**config.mk**
```make
export PLATFORM = sky130hd
export DESIGN_NAME = fmrds_core
export DESIGN_NICKNAME = d
export VERILOG_FILES = /design/src/fmrds_pkg.sv /design/src/fmrds_core.sv
export SDC_FILE = /design/constraint.sdc
export NUM_CORES = 2
export LEC_CHECK = 0
export BUFFER_PORTS_ARGS = -buffer_cell sky130_fd_sc_hd__buf_2
export CORE_MARGIN = 5
export CORE_UTILIZATION = 39
export DETAILED_ROUTE_END_ITERATION = 10
export PLACE_DENSITY = 0.61
export SLEW_MARGIN = 10
export SYNTH_ARGS = -nofsm -noshare
export SYNTH_HDL_FRONTEND = slang
export SYNTH_SLANG_ARGS = --single-unit
```
**constraint.sdc**
```tcl
create_clock -name i_clock -period 13.7 [get_ports i_clock]
set_input_delay 0.685 -clock i_clock [delete_from_list [all_inputs] [get_ports i_clock]]
set_output_delay 0.685 -clock i_clock [all_outputs]
set_load 0.005 [all_outputs]
```
**src/fmrds_pkg.sv**
```systemverilog
// Constants for the FM audio post-processing and data decoder block.
// Assumes one 10 MHz clock and a plain register port from the host side.
// Operation
// - Stereo or mono chosen automatically from C/N, blend or switch mode.
// - Blend mode: separation follows a host-programmed C/N table.
// - Switch mode: output jumps between full stereo and full mono.
// - Separate stereo-to-mono and mono-to-stereo thresholds give hysteresis.
// - Soft mute attenuates audio by a programmable function of C/N.
// - High-cut amount is a programmable function of C/N.
// - Interrupt when audio magnitude stays under threshold for programmed time.
// - Pause detection filtered both ways against brief fluctuations.
// - Decoder takes checked blocks, accepts fixable ones, keeps block sync.
// - Flywheel sync with programmable acquire and loss parameters.
// - Sync after programmable count of good blocks in a row, minimum two.
// - Received blocks buffered for the host, up to 126.
// - Block B compared to masked host pattern, interrupt on match.
// - Program identification matching host value raises an interrupt.
// - Host reads buffered blocks over the command interface.
// - All configuration is written by the host.
package fmrds_pkg;

  // ------------------------------------------------------------------
  // Register map, word offsets on the host port
  // ------------------------------------------------------------------
  localparam logic [5:0] REG_CTRL     = 6'h00;
  localparam logic [5:0] REG_STATUS   = 6'h01;
  localparam logic [5:0] REG_IRQ_STAT = 6'h02;
  localparam logic [5:0] REG_IRQ_MASK = 6'h03;
  localparam logic [5:0] REG_THR_SW   = 6'h04;
  localparam logic [5:0] REG_PAUSE    = 6'h05;
  localparam logic [5:0] REG_SYNC     = 6'h06;
  localparam logic [5:0] REG_BPAT     = 6'h07;
  localparam logic [5:0] REG_PI       = 6'h08;
  localparam logic [5:0] REG_FIFO     = 6'h09;
  localparam logic [5:0] REG_LEVEL    = 6'h0a;
  localparam logic [5:0] REG_SEP_TAB  = 6'h10;
  localparam logic [5:0] REG_MUTE_TAB = 6'h18;
  localparam logic [5:0] REG_HCUT_TAB = 6'h20;

  // Interrupt bit positions
  localparam int IRQ_PAUSE = 0;
  localparam int IRQ_BMAT  = 1;
  localparam int IRQ_PI    = 2;
  localparam int IRQ_OVF   = 3;
  localparam int IRQ_SYNC  = 4;
  localparam int IRQ_W     = 5;

  // Reset values, and the floor for the acquire count
  localparam logic [7:0]  RST_S2M     = 8'h14;
  localparam logic [7:0]  RST_M2S     = 8'h1c;
  localparam logic [15:0] RST_PTHR    = 16'h0100;
  localparam logic [15:0] RST_PDUR    = 16'h0400;
  localparam logic [3:0]  RST_ACQ     = 4'h2;
  localparam logic [3:0]  RST_LOSS    = 4'h5;
  localparam logic [3:0]  MIN_ACQ     = 4'h2;
  localparam logic [3:0]  RST_PFILT   = 4'h8;

  // Block type codes carried in the buffer
  typedef enum logic [2:0] {
    FMRDS_BLK_A  = 3'b000,
    FMRDS_BLK_B  = 3'b001,
    FMRDS_BLK_C  = 3'b010,
    FMRDS_BLK_CP = 3'b011,
    FMRDS_BLK_D  = 3'b100,
    FMRDS_BLK_E  = 3'b101
  } fmrds_blk_t;

  typedef enum logic [1:0] {
    FMRDS_SEARCH = 2'b00,
    FMRDS_ACQ    = 2'b01,
    FMRDS_LOCK   = 2'b10
  } fmrds_sync_t;

endpackage : fmrds_pkg

```
**src/fmrds_core.sv**
```systemverilog
// FM audio post-processing (blend, mute, high cut, pause) and data decoder.
// Assumes audio samples, C/N and syndrome-checked blocks arrive from the
// demodulator on this clock, one-cycle valid strobes.
//
// Decided for this implementation: the register offsets and the strobed register port.
`timescale 1ns/1ps
module fmrds_core #(
  parameter int DEPTH = 126,
  parameter int AW    = 16
) (
  input  wire logic                    i_clock,
  input  wire logic                    i_rst,
  input  wire logic [5:0]              i_addr,
  input  wire logic [31:0]             i_wdata,
  input  wire logic                    i_wr,
  input  wire logic                    i_rd,
  output logic [31:0]                  o_rdata,
  input  wire logic [7:0]              i_cn,
  input  wire logic                    i_aud_vld,
  input  wire logic signed [AW-1:0]    i_aud_l,
  input  wire logic signed [AW-1:0]    i_aud_r,
  input  wire logic                    i_blk_vld,
  input  wire logic [15:0]             i_blk_data,
  input  wire fmrds_pkg::fmrds_blk_t   i_blk_type,
  input  wire logic [1:0]              i_blk_errs,
  input  wire logic                    i_blk_fixable,
  output logic signed [AW-1:0]         o_aud_l,
  output logic signed [AW-1:0]         o_aud_r,
  output logic                         o_aud_vld,
  output logic [7:0]                   o_hcut,
  output logic                         o_irq
);
  import fmrds_pkg::*;

  // ------------------------------------------------------------------
  // Register decode
  // ------------------------------------------------------------------
  wire wr_ctrl  = i_wr && (i_addr == REG_CTRL);
  wire wr_istat = i_wr && (i_addr == REG_IRQ_STAT);
  wire wr_imask = i_wr && (i_addr == REG_IRQ_MASK);
  wire wr_thr   = i_wr && (i_addr == REG_THR_SW);
  wire wr_pause = i_wr && (i_addr == REG_PAUSE);
  wire wr_sync  = i_wr && (i_addr == REG_SYNC);
  wire wr_bpat  = i_wr && (i_addr == REG_BPAT);
  wire wr_pi    = i_wr && (i_addr == REG_PI);
  wire rd_fifo  = i_rd && (i_addr == REG_FIFO);
  wire wr_sep   = i_wr && (i_addr[5:3] == REG_SEP_TAB[5:3]);
  wire wr_mute  = i_wr && (i_addr[5:3] == REG_MUTE_TAB[5:3]);
  wire wr_hcut  = i_wr && (i_addr[5:3] == REG_HCUT_TAB[5:3]);

  // Control: bit0 switch mode, bit1 block E filter, bit2 flush buffer
  logic        mode_sw_q, efilt_q;
  logic [7:0]  s2m_q, m2s_q;
  logic [15:0] pthr_q, pdur_q;
  logic [3:0]  pfilt_q, acq_q, loss_q;
  logic [15:0] bpat_q, bmask_q, pi_q;
  logic [IRQ_W-1:0] imask_q;

  // Host configuration registers
  always_ff @(posedge i_clock) begin
    if (i_rst) begin
      mode_sw_q <= 1'b0;
      efilt_q   <= 1'b0;
      s2m_q     <= RST_S2M;
      m2s_q     <= RST_M2S;
      pthr_q    <= RST_PTHR;
      pdur_q    <= RST_PDUR;
      pfilt_q   <= RST_PFILT;
      acq_q     <= RST_ACQ;
      loss_q    <= RST_LOSS;
      bpat_q    <= 16'h0000;
      bmask_q   <= 16'h0000;
      pi_q      <= 16'h0000;
      imask_q   <= '0;
    end else begin
      if (wr_ctrl) begin
        mode_sw_q <= i_wdata[0];
        efilt_q   <= i_wdata[1];
      end
      if (wr_thr) begin
        s2m_q <= i_wdata[7:0];
        m2s_q <= i_wdata[15:8];
      end
      if (wr_pause) begin
        pthr_q  <= i_wdata[15:0];
        pdur_q  <= i_wdata[31:16];
      end
      if (wr_sync) begin
        // Acquire count floors at two good blocks
        acq_q   <= (i_wdata[3:0] < MIN_ACQ) ? MIN_ACQ : i_wdata[3:0];
        loss_q  <= i_wdata[7:4];
        pfilt_q <= i_wdata[11:8];
      end
      if (wr_bpat) begin
        bpat_q  <= i_wdata[15:0];
        bmask_q <= i_wdata[31:16];
      end
      if (wr_pi) pi_q <= i_wdata[15:0];
      if (wr_imask) imask_q <= i_wdata[IRQ_W-1:0];
    end
  end

  // ------------------------------------------------------------------
  // C/N characteristic tables, 8 breakpoints each
  // ------------------------------------------------------------------
  logic [7:0] sep_tab_q  [8];
  logic [7:0] mute_tab_q [8];
  logic [7:0] hcut_tab_q [8];
  wire  [2:0] cn_idx = i_cn[7:5];

  // One table entry per word; the top three C/N bits select the entry
  genvar g;
  generate
    for (g = 0; g < 8; g++) begin : g_tab
      always_ff @(posedge i_clock) begin
        if (i_rst) begin
          sep_tab_q[g]  <= 8'hff;
          mute_tab_q[g] <= 8'hff;
          hcut_tab_q[g] <= 8'h00;
        end else begin
          if (wr_sep && i_addr[2:0] == 3'(g)) sep_tab_q[g] <= i_wdata[7:0];
          if (wr_mute && i_addr[2:0] == 3'(g)) mute_tab_q[g] <= i_wdata[7:0];
          if (wr_hcut && i_addr[2:0] == 3'(g)) hcut_tab_q[g] <= i_wdata[7:0];
        end
      end
    end
  endgenerate

  // ------------------------------------------------------------------
  // Stereo blend / switch, soft mute, high cut
  // ------------------------------------------------------------------
  logic stereo_q;
  // Hysteresis: leave stereo below s2m, return at or above m2s
  always_ff @(posedge i_clock) begin
    if (i_rst) stereo_q <= 1'b0;
    else if (stereo_q && i_cn < s2m_q) stereo_q <= 1'b0;
    else if (!stereo_q && i_cn >= m2s_q) stereo_q <= 1'b1;
  end

  // Separation in 1/256 units; switch mode is all or nothing
  wire [8:0] sep = mode_sw_q ? (stereo_q ? 9'h100 : 9'h000)
                             : {1'b0, sep_tab_q[cn_idx]} + 9'(sep_tab_q[cn_idx][7]);
  wire [8:0] gain = {1'b0, mute_tab_q[cn_idx]} + 9'(mute_tab_q[cn_idx][7]);

  // Mid/side rebuild: L = M + sep*S, R = M - sep*S
  wire signed [AW:0]    mid   = (AW+1)'((i_aud_l + i_aud_r) >>> 1);
  wire signed [AW:0]    side  = (AW+1)'((i_aud_l - i_aud_r) >>> 1);
  wire signed [AW+10:0] s_sc  = (AW+11)'((side * $signed({1'b0, sep})) >>> 8);
  wire signed [AW+10:0] l_pre = (AW+11)'(mid) + s_sc;
  wire signed [AW+10:0] r_pre = (AW+11)'(mid) - s_sc;
  wire signed [AW+20:0] l_mu  = (AW+21)'((l_pre * $signed({1'b0, gain})) >>> 8);
  wire signed [AW+20:0] r_mu  = (AW+21)'((r_pre * $signed({1'b0, gain})) >>> 8);

  // Output registers
  always_ff @(posedge i_clock) begin
    if (i_rst) begin
      o_aud_l   <= '0;
      o_aud_r   <= '0;
      o_aud_vld <= 1'b0;
      o_hcut    <= 8'h00;
    end else begin
      o_aud_vld <= i_aud_vld;
      o_hcut    <= hcut_tab_q[cn_idx];
      if (i_aud_vld) begin
        o_aud_l <= AW'(l_mu);
        o_aud_r <= AW'(r_mu);
      end
    end
  end

  // ------------------------------------------------------------------
  // Audio pause detection
  // ------------------------------------------------------------------
  wire [AW-1:0] mag_l = i_aud_l[AW-1] ? AW'(-i_aud_l) : AW'(i_aud_l);
  wire [AW-1:0] mag_r = i_aud_r[AW-1] ? AW'(-i_aud_r) : AW'(i_aud_r);
  wire          quiet = (mag_l < AW'(pthr_q)) && (mag_r < AW'(pthr_q));

  logic [3:0]  flt_q;
  logic        silent_q;
  logic [15:0] pcnt_q;
  logic        paused_q;
  // Debounce the quiet decision both ways over pfilt samples
  always_ff @(posedge i_clock) begin
    if (i_rst) begin
      flt_q    <= 4'h0;
      silent_q <= 1'b0;
    end else if (i_aud_vld) begin
      if (quiet == silent_q) flt_q <= 4'h0;
      else if (flt_q >= pfilt_q) begin
        silent_q <= quiet;
        flt_q    <= 4'h0;
      end else flt_q <= flt_q + 4'h1;
    end
  end

  // Silence must last pdur samples before the event
  always_ff @(posedge i_clock) begin
    if (i_rst) begin
      pcnt_q   <= 16'h0000;
      paused_q <= 1'b0;
    end else if (!silent_q) begin
      pcnt_q   <= 16'h0000;
      paused_q <= 1'b0;
    end else if (i_aud_vld && !paused_q) begin
      if (pcnt_q >= pdur_q) paused_q <= 1'b1;
      else pcnt_q <= pcnt_q + 16'h0001;
    end
  end
  wire ev_pause = silent_q && i_aud_vld && !paused_q && (pcnt_q >= pdur_q);

  // ------------------------------------------------------------------
  // Flywheel sync on block quality
  // ------------------------------------------------------------------
  fmrds_sync_t sst_q;
  logic [3:0]  good_q, bad_q;
  wire  blk_ok  = i_blk_vld && (i_blk_errs == 2'b00);
  wire  blk_use = i_blk_vld && (i_blk_errs == 2'b00 || i_blk_fixable);
  wire  locked  = (sst_q == FMRDS_LOCK);

  // Acquire on acq good in a row, drop after loss bad in a row
  always_ff @(posedge i_clock) begin
    if (i_rst) begin
      sst_q  <= FMRDS_SEARCH;
      good_q <= 4'h0;
      bad_q  <= 4'h0;
    end else if (i_blk_vld) begin
      unique case (sst_q)
        FMRDS_SEARCH, FMRDS_ACQ: begin
          if (!blk_ok) begin
            sst_q  <= FMRDS_SEARCH;
            good_q <= 4'h0;
          end else if (good_q + 4'h1 >= acq_q) begin
            sst_q  <= FMRDS_LOCK;
            bad_q  <= 4'h0;
          end else begin
            sst_q  <= FMRDS_ACQ;
            good_q <= good_q + 4'h1;
          end
        end
        FMRDS_LOCK: begin
          if (blk_use) bad_q <= 4'h0;
          else if (bad_q + 4'h1 >= loss_q) begin
            sst_q  <= FMRDS_SEARCH;
            good_q <= 4'h0;
          end else bad_q <= bad_q + 4'h1;
        end
        default: sst_q <= FMRDS_SEARCH;
      endcase
    end
  end
  wire ev_sync = i_blk_vld && !locked && blk_ok && (good_q + 4'h1 >= acq_q);

  // ------------------------------------------------------------------
  // Block buffer
  // ------------------------------------------------------------------
  localparam int PW = $clog2(DEPTH);
  logic [18:0]   mem_q [DEPTH];
  logic [PW-1:0] wp_q, rp_q;
  logic [PW:0]   cnt_q;
  logic          ovf_q;
  wire  efilt_hit = efilt_q && (i_blk_type == FMRDS_BLK_E);
  wire  store     = (locked || ev_sync) && blk_use && !efilt_hit;
  wire  full      = (cnt_q == (PW+1)'(DEPTH));
  wire  empty     = (cnt_q == '0);
  wire  push      = store && !full;
  wire  pop       = rd_fifo && !empty;
  wire  ev_ovf    = store && full;
  wire  flush     = wr_ctrl && i_wdata[2];

  // Write and read pointers wrap at DEPTH
  always_ff @(posedge i_clock) begin
    if (i_rst || flush) begin
      wp_q  <= '0;
      rp_q  <= '0;
      cnt_q <= '0;
    end else begin
      if (push) wp_q <= (wp_q == PW'(DEPTH-1)) ? '0 : wp_q + 1'b1;
      if (pop)  rp_q <= (rp_q == PW'(DEPTH-1)) ? '0 : rp_q + 1'b1;
      cnt_q <= cnt_q + (PW+1)'(push) - (PW+1)'(pop);
    end
  end

  always_ff @(posedge i_clock) begin
    if (push) mem_q[wp_q] <= {i_blk_type, i_blk_data};
  end

  // Overflow flag holds until the buffer has been drained
  always_ff @(posedge i_clock) begin
    if (i_rst || flush) ovf_q <= 1'b0;
    else if (ev_ovf) ovf_q <= 1'b1;
    else if (empty) ovf_q <= 1'b0;
  end

  // ------------------------------------------------------------------
  // Block B and PI matching
  // ------------------------------------------------------------------
  wire ev_bmat = push && (i_blk_type == FMRDS_BLK_B)
              && (((i_blk_data ^ bpat_q) & bmask_q) == 16'h0000);
  wire ev_pi   = push && (i_blk_type == FMRDS_BLK_A || i_blk_type == FMRDS_BLK_CP)
              && (i_blk_data == pi_q);

  // ------------------------------------------------------------------
  // Interrupts: sticky, write one to clear, set beats clear
  // ------------------------------------------------------------------
  logic [IRQ_W-1:0] istat_q;
  wire  [IRQ_W-1:0] ev_set = {ev_sync, ev_ovf, ev_pi, ev_bmat, ev_pause};
  wire  [IRQ_W-1:0] ev_clr = wr_istat ? i_wdata[IRQ_W-1:0] : '0;
  always_ff @(posedge i_clock) begin
    if (i_rst) istat_q <= '0;
    else istat_q <= (istat_q & ~ev_clr) | ev_set;
  end
  assign o_irq = |(istat_q & imask_q);

  // ------------------------------------------------------------------
  // Read data, one cycle after the strobe
  // ------------------------------------------------------------------
  logic [31:0] rmux;
  always_comb begin
    rmux = 32'h0000_0000;
    unique case (i_addr)
      REG_CTRL:     rmux = {30'h0, efilt_q, mode_sw_q};
      REG_STATUS:   rmux = {24'h0, ovf_q, full, empty, silent_q, locked, stereo_q, sst_q};
      REG_IRQ_STAT: rmux = 32'(istat_q);
      REG_IRQ_MASK: rmux = 32'(imask_q);
      REG_THR_SW:   rmux = {16'h0, m2s_q, s2m_q};
      REG_PAUSE:    rmux = {pdur_q, pthr_q};
      REG_SYNC:     rmux = {20'h0, pfilt_q, loss_q, acq_q};
      REG_BPAT:     rmux = {bmask_q, bpat_q};
      REG_PI:       rmux = {16'h0, pi_q};
      REG_FIFO:     rmux = empty ? 32'h0 : {12'h0, 1'b1, mem_q[rp_q]};
      REG_LEVEL:    rmux = 32'(cnt_q);
      default: begin
        if (i_addr[5:3] == REG_SEP_TAB[5:3])       rmux = {24'h0, sep_tab_q[i_addr[2:0]]};
        else if (i_addr[5:3] == REG_MUTE_TAB[5:3]) rmux = {24'h0, mute_tab_q[i_addr[2:0]]};
        else if (i_addr[5:3] == REG_HCUT_TAB[5:3]) rmux = {24'h0, hcut_tab_q[i_addr[2:0]]};
      end
    endcase
  end

  always_ff @(posedge i_clock) begin
    if (i_rst) o_rdata <= 32'h0;
    else o_rdata <= i_rd ? rmux : 32'h0;
  end

endmodule : fmrds_core

```
After elaboration in Yosys (flattened, before gate mapping). Memories as Yosys holds them, arrays and structs flattened. A register that Yosys moved wholly into a read port is not among the register bits. Cells that the tools add are included.

Bits in registers: 241. RAM bits: 2586. Input bits: 106. Output and inout bits: 74. Logic and storage cells: 355. Memories: 4.

Memory list: mem_q (words 126, width 19, read ports 1, clocked after Yosys merged registers in 1, write ports 1, line fmrds_core.sv:257) `logic [18:0] mem_q [DEPTH];`; hcut_tab_q (words 8, width 8, read ports 2, clocked after Yosys merged registers in 1, write ports 8, line fmrds_core.sv:108) `logic [7:0] hcut_tab_q [8];`; mute_tab_q (words 8, width 8, read ports 2, clocked after Yosys merged registers in 0, write ports 8, line fmrds_core.sv:107) `logic [7:0] mute_tab_q [8];`; sep_tab_q (words 8, width 8, read ports 2, clocked after Yosys merged registers in 0, write ports 8, line fmrds_core.sv:106) `logic [7:0] sep_tab_q [8];`.

Add/sub/neg operators: 16. $mul: 3. Magnitude comparators: 9. Equality and inequality tests: 36. Mux-type cells: 134. Bitwise operators: 34. Reductions and logical operators: 89.

Operators with widths (number): 32-bit one-hot mux with 11 select lines (1); 8-bit two-way mux (27); 1-bit two-way mux (78); 1-bit logical AND (59); 19-bit by 10-bit multiplier with 24-bit output (2); 4-bit two-way mux (11); 16-bit less-than comparator (2); 16-bit two-way mux (2); 16-bit negator (2); 7-bit two-way mux (4); 16-bit by 10-bit multiplier with 26-bit output (1); 6-bit by 3-bit equality test with 1-bit output (second input constant) (4); 1-bit bitwise OR (24); 20-bit two-way mux (1); 16-bit by 18-bit adder with 19-bit output (1); 16-bit by 18-bit subtractor with 19-bit output (1); 8-bit by 1-bit adder with 9-bit output (2); 3-bit equality test (second input constant) (6); 6-bit by 4-bit equality test with 1-bit output (second input constant) (3); 9-bit two-way mux (2); 16-bit by 16-bit adder with 17-bit output (1); 16-bit by 16-bit subtractor with 17-bit output (1); 16-bit by 1-bit adder with 16-bit output (second input constant) (1); 16-bit bitwise AND (1); 44 further kinds (84).

Depth between registers and ports, before layout.
Word-level depth: 12. Mapped depth: 64. Mapped depth without buffers: 61.

Least setup slack after synthesis. No wires, ideal clock.

Kind: input -> register. Start point: input port i_cn[5]. End point: register o_aud_r[15]. Library setup time: 0.124 ns. Arrival time: 14.802 ns. Data required time: 13.576 ns. Setup slack: -1.226 ns. Cell stages on the path: 61. Path through: buf_2 -> buf_2 -> buf_2 -> buf_1 -> mux4_2 -> mux2_2 -> ha_1 -> ha_1 -> and2_1 -> nor3_1 -> clkbuf_1 -> nand2_1 -> fa_1 -> inv_1 -> fa_1 -> inv_1 -> fa_1 -> inv_1 -> (+25 left out) -> fa_1 -> fa_1 -> fa_1 -> inv_1 -> fa_1 -> inv_1 -> ha_1 -> o21a_1 -> o21a_1 -> o21ai_0 -> a21oi_1 -> a31o_2 -> a41oi_1 -> o21ai_0 -> o21a_1 -> o21a_1 -> nor4_1 -> nor3b_1.

Longest elaborated chain between the ends: 6. Elaborated cells on any way between the ends: 8. Classes of those cells: add/sub: 3; mul: 2; mux: 1; memory: 2.

RTL lines: start, declared (line fmrds_core.sv:18) `input wire logic [7:0] i_cn,`; memory 8 x 8 bit; 8-bit by 1-bit adder with 9-bit output (line fmrds_core.sv:142) `: {1'b0, sep_tab_q[cn_idx]} + 9'(sep_tab_q[cn_idx][7]);`; 9-bit two-way mux (line fmrds_core.sv:141) `wire [8:0] sep = mode_sw_q ? (stereo_q ? 9'h100 : 9'h000)`; 16-bit by 10-bit multiplier with 26-bit output (line fmrds_core.sv:148) `wire signed [AW+10:0] s_sc = (AW+11)'((side * $signed({1'b0, sep})) >>> 8);`; 16-bit by 18-bit subtractor with 19-bit output (line fmrds_core.sv:150) `wire signed [AW+10:0] r_pre = (AW+11)'(mid) - s_sc;`; 19-bit by 10-bit multiplier with 24-bit output * (line fmrds_core.sv:152) `wire signed [AW+20:0] r_mu = (AW+21)'((r_pre * $signed({1'b0, gain})) >>> 8);`; end signal, assigned (line fmrds_core.sv:166) `o_aud_r <= AW'(r_mu);`; end, declared (line fmrds_core.sv:28) `output logic signed [AW-1:0] o_aud_r,`.

Every way passes the cells marked *; elsewhere a longest branch is shown, timed or not. A chain may end at the register's enable or synchronous reset.

==> metrics list <==
- Subtracting the final worst setup slack from the clock period gives 13.20 ns.
- Count of hold-fix buffers inserted at cts: 0
- Counting flops and latches in the post-synthesis netlist gives 2,842.
- Root buffer cell: clkbuf_16
* Post-Synthesis Mean Instance Area: 16.28 sq um
- Skew-Pair Late Insertion Delay: 0.93 ns
- Synth unique cells: 85
- Routed vias: 76,127
- Die Span Y: 594.3 um
* FFs w/ async S/R, synth: 0%
* Worst setup startpoint: sep_tab_q[4][7]
- Number of routed nets with antenna violations: 0
* CTS Buffer Depth: 4
- The total area inside the core boundary comes to 339,800 sq um.
* H-tree lvl count: 5
- After detailed routing, the average wire length per cell comes to 28.12 um.
* Chip Width: 594.3 um
- Aggregate global routing overflow: 0
* Max Cap Violations: 0
- During synthesis, Yosys emitted a total of 0 warnings.
* Pin count of the biggest net entering global routing: 112
* Die outline area: 353,100 sq um
- Most used cell along the critical path: fa_1
- Data arrives at the worst endpoint at 13.98 ns.
- In this run, CTS created clock tree buffers numbering 299.
- Combined buffer and inverter count along the critical path: 16
- Half-perimeter wire length after detailed placement: 256.4 mm
- STA classifies the critical path endpoint as a flop.
* Initial antenna violation count: 72
* Fin. Hold Viols: 0
* 1st-iter DRT viols: 8,062
* Worst-margin pin slew: 1.285 ns
- Sequential element share of the synthesized area: 62.18%
* Ratio of cells with drive above 1 in the final layout: 26.14%
* CTS clock-pin slew for the worst setup and hold paths: 0.06 ns
* Average via count per standard cell: 5.573
- Number of enable flip-flop cells after synthesis: 2,586
- Share of the clock period used by the worst path after layout: 96.33%
* Count of filler cells inserted in the layout: 29,295
* Area added between synthesis and finish: 15.41%
* Crit path max-delay family: adder cells
- The cell area that synthesis handed to floorplanning was 133,100 sq um.
- Number of nets produced by synthesis: 8,965
- Counting every sink on the clock net gives 2,842.
- Final setup violation count: 0
* Cell count after synthesis: 8,175
- Global-route wire length before repair: 553.7 mm
- The startpoint identified for the worst register-to-register timing path is sep_tab_q[4][7].
- Count of input and output buffers: 179
* Critical Path Max Stage Delay: 0.57 ns
- Global routing consumed, over all layers together, 21.35% of the routing resources.
- Required time of the critical path: 14.48 ns
- Count of final max-slew check failures: 0
* Worst Setup Path Type: flop to flop
* Detailed-route wire length: 384.1 mm
- The clock arrives with 0.08137 ns of skew.
- Headroom to the max-slew limit came out at 14.14%.
- Weighted congestion reported at the end of routability-driven placement: 0.9064
- CP max FO: 3
* TritonCTS clock tree: done
* Remaining DRCs: 0
- Worst min path class: input pin to flop
- Row generation in the floorplan step produced 214 rows.
- Sum of negative setup slack: 0 ns
* Final #Nets: 9,647
* I/O pin count: 180
- DR pass1 iterations: 6
* Maximum clock frequency: 75.77 MHz
- Total cell area at the placement stage: 143,600 sq um
* Non-Filler Cell Area, Final: 153,600 sq um
- Via count of the first global-routing pass: 77,910
- Nature of the critical path startpoint: flop
- Status: completed
- For this run, the leading register cell type out of synthesis is edfxtp_1.
- In the final layout, the multi-input gates occupy 47,460 sq um.
- In the final layout, flip-flops and latches occupy 82,800 sq um.
- The startpoint identified for the worst hold timing path is i_wdata[29].
- Once the floorplan was initialized, standard cells occupied 39.18% of the core.
- The slowest stage of the critical path belongs to the cell fa_1.
==> logic make-up (layout without fill, tap and decap cells) <==
group,Yosys count,in the layout,share of synthesized area (%)
other cells,0,31,0
fa+ha+maj,684,684,8.459
simple gates,1688,1688,5.798
mux,979,979,15.53
buf+inv,1026,1944,2.923
xor+xnor,254,254,1.703
flops,2842,2842,62.18
compound gates,702,702,3.408
==> layout by cell type (no fill, tap or decap), types with 55 or more instances in the layout <==
master,count
edfxtp_1,2586
mux4_2,864
buf_4,641
inv_1,591
nand2_1,567
nor2_1,412
fa_1,359
ha_1,321
clkbuf_16,304
dfxtp_1,250
a21oi_1,234
xnor2_1,168
buf_2,158
or3_1,142
and2_1,93
o21ai_0,91
nor2_2,78
mux2i_1,70
xor2_1,69
clkinv_1,67
nor2b_1,61
nand2b_1,60
nand3_1,57
clkbuf_1,56
nor2_4,55
==> layer usage <==
layer  part of all wire (%)  vias up  wire, um  GRT usage [%]
met2                     49     3196    188800          35.75
met1                     39    39852    151700          28.57
met4                    3.5       20     13360          6.778
li1                       -    32420         -              -
met3                    7.9      639     30170          3.598
met5                  0.034        -       132              0
==> worst min-delay path, cell delays in order <==
cell and delay (ns):
buf_2 0.11, nand2_1 0.05, a21oi_1 0.05
==> Yosys cell counts, types with 43 or more instances <==
master	count	area [sq um]
fa_1	360	7207
nor2b_1	62	387.9
nand2b_1	61	381.6
o21ai_0	108	540.5
buf_1	106	397.9
inv_1	594	2230
mux2i_1	70	700.7
a21oi_1	246	1231
and2_1	97	606.8
a21o_1	43	322.8
dfxtp_1	256	5125
clkbuf_1	298	1119
mux2_2	43	484.2
xnor2_1	179	1568
nand2_1	570	2140
ha_1	324	4054
xor2_1	71	621.9
nand3_1	62	310.3
nor2_1	545	2046
or3_1	143	894.6
mux4_2	864	19460
edfxtp_1	2586	77650
==> area by class of cell <==
| class | instances | area share (%) |
|---|---|---|
| Timing Repair Buffer | 812 | 3.793 |
| Sequential cell | 2842 | 53.89 |
| Multi-Input combinational cell | 4307 | 30.89 |
| Clock buffer | 371 | 5.181 |
| Clock inverter | 166 | 1.043 |
| Tap cell | 4536 | 3.694 |
| Antenna cell | 31 | 0.05049 |
| Inverter | 595 | 1.456 |
==> path summary, 6_finish.rpt <==
path                 end  slack (ns)  depth (start not counted)
max reg2reg  o_aud_r[15]        0.50                         59
max          o_aud_r[15]        0.50                         59
min           pdur_q[13]        0.09                          3
min reg2reg  o_aud_r[14]        0.46                          2
==> through the flow <==
step	std cells	utilization (%)	hold WS (ns)	setup slack (ns)
final	13660	45.22	0.08937	0.5026
after global routing	13650	45.21	0.05938	-0.06524
after CTS	13621	45.08	0.01851	0.01402
after detailed placement	13084	42.27	0.4492	-0.5625
after global placement	13084	42.27	0.4415	-0.5031
after floorplan	8175	-	0.4257	0.01907
==> state kept, by name, summed over array words and instances, names as in the netlist, 5 cells and up, named ones only <==
signal and count:
mem_q 2394, hcut_tab_q 64, mute_tab_q 64, sep_tab_q 64
o_rdata 32, bmask_q 16, bpat_q 16, o_aud_l 16
o_aud_r 16, pcnt_q 16, pdur_q 16, pi_q 16
pthr_q 16, cnt_q 8, m2s_q 8, o_hcut 8
s2m_q 8, rp_q 7, wp_q 7, imask_q 5
istat_q 5
==> what timing repair did <==
item,in CTS,in global routing
setup buffers,0,8
resized for setup,0,76
endpoints found under the setup margin,0,20
Power is left out: the tool's default activity adds up to more than one toggle a clock period on the data nets, which glitch-free logic cannot reach.
